[src/rtl/usbel_map.svh]
// Register offsets, field positions and reset values of the event latch block
`ifndef USBEL_MAP_SVH
`define USBEL_MAP_SVH

`define USBEL_ADDR_W          6
`define USBEL_DATA_W          8
`define USBEL_EVT_W           5

`define USBEL_OFS_EVT_LATCH   6'h14
`define USBEL_OFS_LINE_DEBUG  6'h15

`define USBEL_BIT_ID_GROUND   4
`define USBEL_BIT_SESS_END    3
`define USBEL_BIT_SESS_VALID  2
`define USBEL_BIT_VBUS_VALID  1
`define USBEL_BIT_HOST_DISC   0

`define USBEL_BIT_LINE_DP     0
`define USBEL_BIT_LINE_DM     1

`define USBEL_RST_EVT_LATCH   5'h00
`define USBEL_RST_LINE_DEBUG  8'h00
`define USBEL_RST_UNMAPPED    8'h00

`define USBEL_LINE_SE0        2'h0
`define USBEL_LINE_ONE        2'h1
`define USBEL_LINE_TWO        2'h2
`define USBEL_LINE_SE1        2'h3

`endif

[src/rtl/usbel_pkg.sv]
// Types shared by the event latch and line state block
`default_nettype none
package usbel_pkg;

  typedef struct packed {
    logic id_ground;
    logic session_end;
    logic session_valid;
    logic vbus_valid;
    logic host_disconnect;
  } usbel_sig_t;

  typedef struct packed {
    logic low_power;
    logic serial_mode;
    logic carkit_mode;
  } usbel_mode_t;

  typedef struct packed {
    logic       req;
    logic [5:0] addr;
  } usbel_rd_t;

  typedef enum logic [1:0] {
    USBEL_SPD_LS    = 2'h0,
    USBEL_SPD_FS    = 2'h1,
    USBEL_SPD_HS    = 2'h2,
    USBEL_SPD_CHIRP = 2'h3
  } usbel_speed_t;

  typedef enum logic [1:0] {
    USBEL_ST_INIT   = 2'b01,
    USBEL_ST_ACTIVE = 2'b10
  } usbel_state_t;

endpackage : usbel_pkg
`default_nettype wire

[src/rtl/usbel_event_latch.sv]
// Event latch and line state debug registers
// Function
// - Unmasked source change sets its event flag
// - Reading latch register clears all flags
// - Entering low power clears all flags but a same-cycle event
// - Serial or car-kit entry clears all flags but a same-cycle event
// - Same-cycle event on a latch read goes to read data only
// - Flag bits: id, sess end, valid, vbus, disc
// - Session valid flag follows the A-valid comparator
// - Disconnect flag meaningful only in host role
// - Disconnect flag reset follows host connection
// - Debug register is read-only and live
// - Line field: bit0 positive, bit1 negative line
// - Value 0 means SE0 or squelch
// - Value 1 means K, J, or not-squelch
// - Value 2 means J, K, or invalid
// - Value 3 means SE1, invalid at high speed
`timescale 1ns/1ps
`default_nettype none
`include "usbel_map.svh"

module usbel_event_latch (
  input  wire logic                     core_clk,
  input  wire logic                     reset_n,
  input  wire usbel_pkg::usbel_sig_t    sig_live,
  input  wire logic [`USBEL_EVT_W-1:0] rise_en,
  input  wire logic [`USBEL_EVT_W-1:0] fall_en,
  input  wire usbel_pkg::usbel_mode_t   mode,
  input  wire logic                     host_role,
  input  wire logic                     dp_se_rx,
  input  wire logic                     dm_se_rx,
  input  wire usbel_pkg::usbel_speed_t  speed,
  input  wire usbel_pkg::usbel_rd_t     rd,
  output logic      [`USBEL_DATA_W-1:0] rd_data_q,
  output logic                          rd_valid_q,
  output logic      [`USBEL_EVT_W-1:0] event_flags_q,
  output logic      [1:0]               line_level_q,
  output logic                          line_invalid_q
);

  usbel_pkg::usbel_state_t state_q;
  usbel_pkg::usbel_state_t state_d;
  usbel_pkg::usbel_mode_t  mode_q;

  logic [`USBEL_EVT_W-1:0] change;
  logic [`USBEL_EVT_W-1:0] set_now;
  logic [`USBEL_EVT_W-1:0] flags_d;
  logic [`USBEL_DATA_W-1:0] rd_data_d;
  logic [1:0]               line_now;
  logic                     line_invalid_d;

  wire active_w   = (state_q == usbel_pkg::USBEL_ST_ACTIVE);
  wire in_init_w  = (state_q == usbel_pkg::USBEL_ST_INIT);
  wire lp_entry   = mode.low_power & ~mode_q.low_power;
  wire ser_entry  = mode.serial_mode & ~mode_q.serial_mode;
  wire car_entry  = mode.carkit_mode & ~mode_q.carkit_mode;
  // Clock-suspend setting plays no part in these clears
  wire mode_clear = lp_entry | ser_entry | car_entry;
  wire hit_latch  = (rd.addr == `USBEL_OFS_EVT_LATCH);
  wire hit_debug  = (rd.addr == `USBEL_OFS_LINE_DEBUG);
  wire rd_latch   = rd.req & hit_latch;
  wire rd_debug   = rd.req & hit_debug;

  usbel_edge_detect u_edge (
    .core_clk (core_clk),
    .reset_n  (reset_n),
    .live     (sig_live),
    .rise_en  (rise_en),
    .fall_en  (fall_en),
    .change   (change)
  );

  // Session valid is the A-valid comparator, same input bit
  wire disc_ok_w = host_role;
  assign set_now = active_w ? (change & {{(`USBEL_EVT_W-1){1'b1}}, disc_ok_w})
                            : `USBEL_RST_EVT_LATCH;

  // Positive line in bit 0, negative line in bit 1, no latching
  assign line_now = {dm_se_rx, dp_se_rx};

  // Value 3 is invalid at HS and chirp, value 2 invalid at HS only
  always_comb
  begin
    line_invalid_d = 1'b0;
    case (line_now)
      `USBEL_LINE_SE0: line_invalid_d = 1'b0;
      `USBEL_LINE_ONE: line_invalid_d = 1'b0;
      `USBEL_LINE_TWO:
        line_invalid_d = (speed == usbel_pkg::USBEL_SPD_HS);
      `USBEL_LINE_SE1:
        line_invalid_d = (speed == usbel_pkg::USBEL_SPD_HS) |
                         (speed == usbel_pkg::USBEL_SPD_CHIRP);
      default: line_invalid_d = 1'b0;
    endcase
  end

  // Set wins over a same-cycle mode entry so no change is lost;
  // a latch read instead hands the event over in its read data.
  always_comb
  begin
    flags_d = event_flags_q;
    if (in_init_w)
      flags_d = {{(`USBEL_EVT_W-1){1'b0}}, sig_live.host_disconnect};
    else if (rd_latch)
      flags_d = `USBEL_RST_EVT_LATCH;
    else if (mode_clear)
      flags_d = set_now;
    else
      flags_d = event_flags_q | set_now;
  end

  // Reserved bits above the fields stay zero
  always_comb
  begin
    rd_data_d = `USBEL_RST_UNMAPPED;
    if (hit_latch)
      rd_data_d = {3'h0, event_flags_q | set_now};
    else if (hit_debug)
      rd_data_d = {6'h00, line_now};
    else
      rd_data_d = `USBEL_RST_UNMAPPED;
  end

  always_comb
  begin
    state_d = state_q;
    case (state_q)
      usbel_pkg::USBEL_ST_INIT:   state_d = usbel_pkg::USBEL_ST_ACTIVE;
      usbel_pkg::USBEL_ST_ACTIVE: state_d = usbel_pkg::USBEL_ST_ACTIVE;
      default:                    state_d = usbel_pkg::USBEL_ST_INIT;
    endcase
  end

  always_ff @(posedge core_clk or negedge reset_n)
  begin
    if (!reset_n)
    begin
      state_q       <= usbel_pkg::USBEL_ST_INIT;
      event_flags_q <= `USBEL_RST_EVT_LATCH;
      mode_q        <= '0;
    end
    else
    begin
      state_q       <= state_d;
      event_flags_q <= flags_d;
      mode_q        <= mode;
    end
  end

  always_ff @(posedge core_clk or negedge reset_n)
  begin
    if (!reset_n)
    begin
      rd_data_q  <= `USBEL_RST_LINE_DEBUG;
      rd_valid_q <= 1'b0;
    end
    else
    begin
      rd_valid_q <= rd.req;
      if (rd.req)
        rd_data_q <= rd_data_d;
    end
  end

  always_ff @(posedge core_clk or negedge reset_n)
  begin
    if (!reset_n)
    begin
      line_level_q   <= `USBEL_LINE_SE0;
      line_invalid_q <= 1'b0;
    end
    else
    begin
      line_level_q   <= line_now;
      line_invalid_q <= line_invalid_d;
    end
  end

  // Checks on the flags, the read path and the line state outputs

  a_flag_sets: assert property (
    @(posedge core_clk) disable iff (!reset_n)
    (active_w && !rd_latch && (set_now != 5'h00))
    |=> ((event_flags_q & $past(set_now)) == $past(set_now)))
    else $error("event flag not set after unmasked change");

  a_read_clears: assert property (
    @(posedge core_clk) disable iff (!reset_n)
    (active_w && rd_latch) |=> (event_flags_q == 5'h00))
    else $error("latch read did not clear the flags");

  a_lowpwr_clears: assert property (
    @(posedge core_clk) disable iff (!reset_n)
    (active_w && $rose(mode.low_power))
    |=> ((event_flags_q & ~$past(set_now)) == 5'h00))
    else $error("low power entry did not clear the flags");

  a_mode_clears: assert property (
    @(posedge core_clk) disable iff (!reset_n)
    (active_w && ($rose(mode.serial_mode) || $rose(mode.carkit_mode)))
    |=> ((event_flags_q & ~$past(set_now)) == 5'h00))
    else $error("serial or car-kit entry did not clear the flags");

  a_same_cycle: assert property (
    @(posedge core_clk) disable iff (!reset_n)
    (active_w && rd_latch)
    |=> (rd_valid_q && (rd_data_q[4:0] == $past(event_flags_q | set_now))))
    else $error("same-cycle event missing from read data");

  a_id_position: assert property (
    @(posedge core_clk) disable iff (!reset_n)
    (active_w && !mode_clear && !rd_latch && $rose(sig_live.id_ground) && rise_en[4])
    ##1 (rd.req && hit_latch) |=> rd_data_q[`USBEL_BIT_ID_GROUND])
    else $error("id ground event not reported in bit 4");

  a_valid_tracks: assert property (
    @(posedge core_clk) disable iff (!reset_n)
    (active_w && !mode_clear && !rd_latch &&
     $fell(sig_live.session_valid) && fall_en[2])
    |=> event_flags_q[`USBEL_BIT_SESS_VALID])
    else $error("session valid change not latched");

  a_host_only: assert property (
    @(posedge core_clk) disable iff (!reset_n)
    (active_w && !host_role && !event_flags_q[0]) |=> !event_flags_q[0])
    else $error("disconnect flag set outside host role");

  a_reset_disc: assert property (
    @(posedge core_clk) disable iff (!reset_n)
    in_init_w |=> (event_flags_q == {4'h0, $past(sig_live.host_disconnect)}))
    else $error("disconnect flag reset value wrong");

  a_debug_live: assert property (
    @(posedge core_clk) disable iff (!reset_n)
    rd_debug |=> (rd_data_q == {6'h00, $past(dm_se_rx), $past(dp_se_rx)}))
    else $error("debug read does not show live line levels");

  a_line_invalid: assert property (
    @(posedge core_clk) disable iff (!reset_n)
    (dp_se_rx && dm_se_rx && (speed == usbel_pkg::USBEL_SPD_CHIRP))
    |=> (line_invalid_q && (line_level_q == 2'h3)))
    else $error("SE1 during chirp not flagged invalid");

  a_reserved_zero: assert property (
    @(posedge core_clk) disable iff (!reset_n)
    rd_valid_q |-> (rd_data_q[7:5] == 3'h0))
    else $error("reserved read bits not zero");

  a_flags_sticky: assert property (
    @(posedge core_clk) disable iff (!reset_n)
    (active_w && !mode_clear && !rd_latch)
    |=> ((event_flags_q & $past(event_flags_q)) == $past(event_flags_q)))
    else $error("event flag lost without a clearing cause");

  a_only_enabled: assert property (
    @(posedge core_clk) disable iff (!reset_n)
    (active_w && !rd_latch)
    |=> ((event_flags_q & ~$past(event_flags_q) &
          ~(($past(sig_live) & ~$past(sig_live, 2) & $past(rise_en)) |
            (~$past(sig_live) & $past(sig_live, 2) & $past(fall_en)))) == 5'h00))
    else $error("event flag set without an enabled change");

  a_read_answer: assert property (
    @(posedge core_clk) disable iff (!reset_n)
    rd.req |=> rd_valid_q)
    else $error("read request not answered next cycle");

  a_unmapped_zero: assert property (
    @(posedge core_clk) disable iff (!reset_n)
    (rd.req && !hit_latch && !hit_debug) |=> (rd_data_q == 8'h00))
    else $error("unmapped read did not return zero");

  a_line_mirror: assert property (
    @(posedge core_clk) disable iff (!reset_n)
    1'b1 |=> (line_level_q == {$past(dm_se_rx), $past(dp_se_rx)}))
    else $error("line level does not mirror the receivers");

  a_se0_valid: assert property (
    @(posedge core_clk) disable iff (!reset_n)
    (!dp_se_rx && !dm_se_rx) |=> (!line_invalid_q && (line_level_q == 2'h0)))
    else $error("SE0 or squelch shown wrongly");

  a_one_valid: assert property (
    @(posedge core_clk) disable iff (!reset_n)
    (dp_se_rx && !dm_se_rx) |=> (!line_invalid_q && (line_level_q == 2'h1)))
    else $error("value one flagged invalid");

  a_two_invalid: assert property (
    @(posedge core_clk) disable iff (!reset_n)
    (!dp_se_rx && dm_se_rx)
    |=> ((line_level_q == 2'h2) &&
         (line_invalid_q == ($past(speed) == usbel_pkg::USBEL_SPD_HS))))
    else $error("value two validity wrong for the speed");

  a_se1_valid: assert property (
    @(posedge core_clk) disable iff (!reset_n)
    (dp_se_rx && dm_se_rx &&
     ((speed == usbel_pkg::USBEL_SPD_LS) || (speed == usbel_pkg::USBEL_SPD_FS)))
    |=> !line_invalid_q)
    else $error("SE1 at low or full speed flagged invalid");

  a_disc_host: assert property (
    @(posedge core_clk) disable iff (!reset_n)
    (active_w && host_role && !rd_latch && $rose(sig_live.host_disconnect) && rise_en[0])
    |=> event_flags_q[`USBEL_BIT_HOST_DISC])
    else $error("disconnect event lost in host role");

endmodule : usbel_event_latch
`default_nettype wire

[src/rtl/usbel_edge_detect.sv]
// Per-bit change detector gated by rise and fall enables
`timescale 1ns/1ps
`default_nettype none
`include "usbel_map.svh"

module usbel_edge_detect (
  input  wire logic                     core_clk,
  input  wire logic                     reset_n,
  input  wire logic [`USBEL_EVT_W-1:0] live,
  input  wire logic [`USBEL_EVT_W-1:0] rise_en,
  input  wire logic [`USBEL_EVT_W-1:0] fall_en,
  output logic      [`USBEL_EVT_W-1:0] change
);

  logic [`USBEL_EVT_W-1:0] prev_q;
  logic [`USBEL_EVT_W-1:0] prev_d;

  assign prev_d = live;

  always_ff @(posedge core_clk or negedge reset_n)
  begin
    if (!reset_n)
      prev_q <= `USBEL_RST_EVT_LATCH;
    else
      prev_q <= prev_d;
  end

  genvar gi;
  generate
    for (gi = 0; gi < `USBEL_EVT_W; gi = gi + 1)
    begin : g_bit
      wire rose_w = live[gi] & ~prev_q[gi];
      wire fell_w = ~live[gi] & prev_q[gi];
      // Unmasked only when the matching edge enable is set
      assign change[gi] = (rose_w & rise_en[gi]) | (fell_w & fall_en[gi]);
    end
  endgenerate

endmodule : usbel_edge_detect
`default_nettype wire

[config.mk]
export PLATFORM = sky130hd
export DESIGN_NAME = usbel_event_latch
export DESIGN_NICKNAME = d
export VERILOG_FILES = /design/src/rtl/usbel_pkg.sv /design/src/rtl/usbel_event_latch.sv /design/src/rtl/usbel_edge_detect.sv
export VERILOG_INCLUDE_DIRS = /design/src /design/src/rtl
export SDC_FILE = /design/constraint.sdc
export NUM_CORES = 1
export LEC_CHECK = 0
export BUFFER_PORTS_ARGS = -buffer_cell sky130_fd_sc_hd__buf_2
export CAP_MARGIN = 10
export CORE_MARGIN = 1.5
export CORE_UTILIZATION = 36
export DETAILED_ROUTE_END_ITERATION = 8
export PLACE_DENSITY_LB_ADDON = 0.05
export SYNTH_ARGS = -nofsm -noshare
export SYNTH_HDL_FRONTEND = slang
export SYNTH_SLANG_ARGS = --single-unit
[constraint.sdc]
create_clock -name core_clk -period 1.85 [get_ports core_clk]
set_clock_uncertainty 0.2 [all_clocks]
set_input_delay 0.0925 -clock core_clk [delete_from_list [all_inputs] [get_ports core_clk]]
set_output_delay 0.0925 -clock core_clk [all_outputs]
set_load 0.01 [all_outputs]
==> flow_summary_export.csv <==
group,metric,value,unit
cts,cts_made_buffers,3,
routing,ant_nets,0,
timing,finalHoldViolCount,1,
synthesis,synth-main-ff-cell,"dfrtp_1",
timing,rsz0062_at_grt,"no",
layout,seqCellArea,602,µm²
cts,cts_sinks,24,
timing,fmax,0.599,GHz
synthesis,synth_compound_area_share,12.7,%
setup_path,crit_fanout,6,
layout,area_growth,46.5,%
placed_design,gp_congestion,0.720,
cts,cts_buffer_depth,2,
synthesis,synth_common_cells,"23 x dfrtp_1, 10 x inv_1, 9 x and3b_1",
synthesis,synth_adder_area_share,2.35,%
power,vdd_drop_max,0.553,mV
synthesis,yosysUniqueCellTypes,31,
global_route,grt_max_degree,25,
placed_design,dp_cells,165,
floorplan,start_util,38.3,%
floorplan,die-area,0.00330,mm²
setup_path,crit_path_end_kind,"flip-flop",
power,leakage,0.786,nW
worst_hold_path,hold_path_class,"input pin to flip-flop",
layout,multi_input_area,415,µm²
global_route,antenna_found_initial,0,
status,outcome,"finished with violations",
synthesis,yosysWarnings,0,
synthesis,synth_top_family_by_area,"simple AND/OR/NAND/NOR gates",
floorplan,die_y,57.4,µm
power,powerDensity,715,mW/mm²
layout,instances_no_fill,188,
routing,dr.pass1.iters,5,
timing,min_period_over_period,90.2,%
synthesis,async_reset_ff_share,100,%
cts,clk_pin_slew_worst_paths,0.14,ns
floorplan,core,0.00278,mm²
floorplan,rows,19,
routing,viasPerCell,5.10,
routing,drt_iter0_markers,9,
synthesis,yosys.area_share.simple,22.1,%
timing,finalSetupViolCount,0,
synthesis,ys_seq_elements,24,
cts,htreeDepth,1,
cts,cts_root_buf,"clkbuf_4",
synthesis,ys_seq_area_share,56.5,%
timing,hold_slack,-0.000138,ns
job,maxCapViolCount,0,
synthesis,synth_edf_count,0,
floorplan,io_pins,49,
cts,clk_latency,0.33,ns
cts,cts_tree,"done",
synthesis,syn_area,0.00107,mm²
global_route,grt_overflow,0,
routing,routed_wl,2570,µm
floorplan,die_w,57.4,µm
setup_path,path_class,"flip-flop to flip-flop",
placed_design,portBuffers,45,
global_route,grt_pass1_wl,4170,µm
setup_path,cp-start-kind,"flip-flop",
synthesis,yosysTopAreaCell,"dfrtp_1",
routing,drc,0,
synthesis,synth.area.mux_share,0,%
layout,fin_util,56.1,%
synthesis,syn_avg_cell_area,11.7,µm²
setup_path,crit_required,1.88,ns
timing,final_max_slew_viol_count,0,
global_route,grt_pass1_vias,941,
timing,finalSetupTns,0,ns
setup_path,cp_data_arrival_time,1.70,ns
synthesis,netlist_instances,91,
routing,wl_per_cell,13.7,µm
routing,dr_total_vias,959,
synthesis,synth.area.top_cells,"dfrtp_1 54%, and3b_1 7.4%, inv_1 3.5%, a211oi_1 2.8%, dfstp_2 2.5%",
synthesis,yosys.area.top_type_share,54.0,%
layout,fin_nets,192,
timing,maxSlewHeadroom,64.4,%
placed_design,dp_hpwl,1830,µm
layout,fillers,253,
layout,insertedDiodeCount,0,
status,violations,"negative hold slack",
timing,worstMarginPinSlew,0.534,ns
synthesis,synth-xor-area-share,0,%
layout,drive_above_1_share,35.0,%
global_route,grt.total_usage,16.7,%
timing,post-route-min-period,1.67,ns
synthesis,yosysMostFrequentCell,"dfrtp_1",
where the power goes:
group / switching [mW] / internal (mW)
Clock: 0.168 / 0.220
Combinational: 0.0760 / 0.0854
Sequential: 0.0155 / 0.551
Total: 0.260 / 0.856
flip-flops by register name (all words and copies together) (netlist names):
signal and cells:
u_edge.prev_q 5, rd_valid_q 1, line_invalid_q 1, mode_q 3, state_q 2, line_level_q 2, rd_data_q 5, event_flags_q 5
path summary, 6_finish.rpt:
path                                 start  slack [ns]  cells after the start          endpoint
worst max register to register  state_q[0]        0.18                      5      rd_data_q[1]
min in group asynchronous          reset_n        0.05                      2  event_flags_q[1]
worst min register to register  state_q[1]        0.35                      1        state_q[0]
worst max-delay path            state_q[0]        0.18                      5      rd_data_q[1]
max in group asynchronous          reset_n        1.03                      2  event_flags_q[3]
worst min-delay path                 rd[1]     -0.0001                      4      rd_data_q[0]
through the flow:
step | power (mW) | cell area [µm²] | worst slack, ns
6_report | 1.12 | 1560 | 0.181
5_1_grt | 1.16 | 1560 | 0.0500
4_1_cts | 1.12 | 1550 | 0.0580
3_5_place_dp | 0.708 | 1310 | 0.0765
3_3_place_gp | 0.704 | 1310 | 0.151
2_1_floorplan | 0.632 | 1070 | 0.223
logic make-up (layout without fill, tap and decap cells):
family          count (synthesis)  after routing
simple gates                   31             31
other cells                     1              3
fa+ha+maj                       2              2
buf+inv                        14             78
flops                          24             24
compound gates                 19             19
area by class of cell:
cell class | count | area share, %
clock inverter | 1 | 1.92
timing repair buffer | 64 | 26.6
sequential | 24 | 38.5
multi-input combinational | 55 | 26.6
inverter | 10 | 2.40
clock buffer | 3 | 1.44
tap | 31 | 2.48
placed cells by master, fill, tap and decap left out:
master	n
nand2_2	1
nor4b_4	1
o2111ai_1	1
nor2b_1	2
and4b_1	2
nor4_2	1
or2b_1	1
a21oi_1	2
a31oi_1	1
inv_1	10
o21ai_0	3
ha_2	1
o221ai_1	3
dfstp_2	1
dfrtp_1	23
nor3_1	1
a41oi_1	2
buf_2	45
o22ai_1	1
nand2_1	1
a21boi_1	1
nor2_1	1
bufinv_16	1
conb_1	3
a211oi_1	4
ha_1	1
o211ai_1	1
and3b_1	9
nand3_1	3
and2_4	1
clkbuf_4	3
nand4_1	4
nand2b_1	3
dlygate4sd3_1	19
per-layer routing:
| layer | global-route usage [%] | wire [µm] | up-vias |
|---|---|---|---|
| met1 | 20.4 | 1060 | 448 |
| met3 | 2.49 | 169 | 5 |
| met5 | 0 | 0 | - |
| met2 | 28.4 | 1280 | 41 |
| li1 | - | - | 465 |
| met4 | 8.97 | 56 | 0 |
worst max-delay path: stages, from the launching register on:
cell and delay, ns:
dfstp_2 0.56, inv_1 0.04, ha_2 0.20, and4b_1 0.23
nor4_2 0.22, o22ai_1 0.12
timing repair:
action | in CTS | in global routing
setup endpoints to repair | 0 | 1
hold buffers | 19 | 0
setup buffers | 0 | 0
endpoints found under the hold margin | 44 | 0
gates resized for setup | 0 | 2
(Power assumes the default switching activity.)
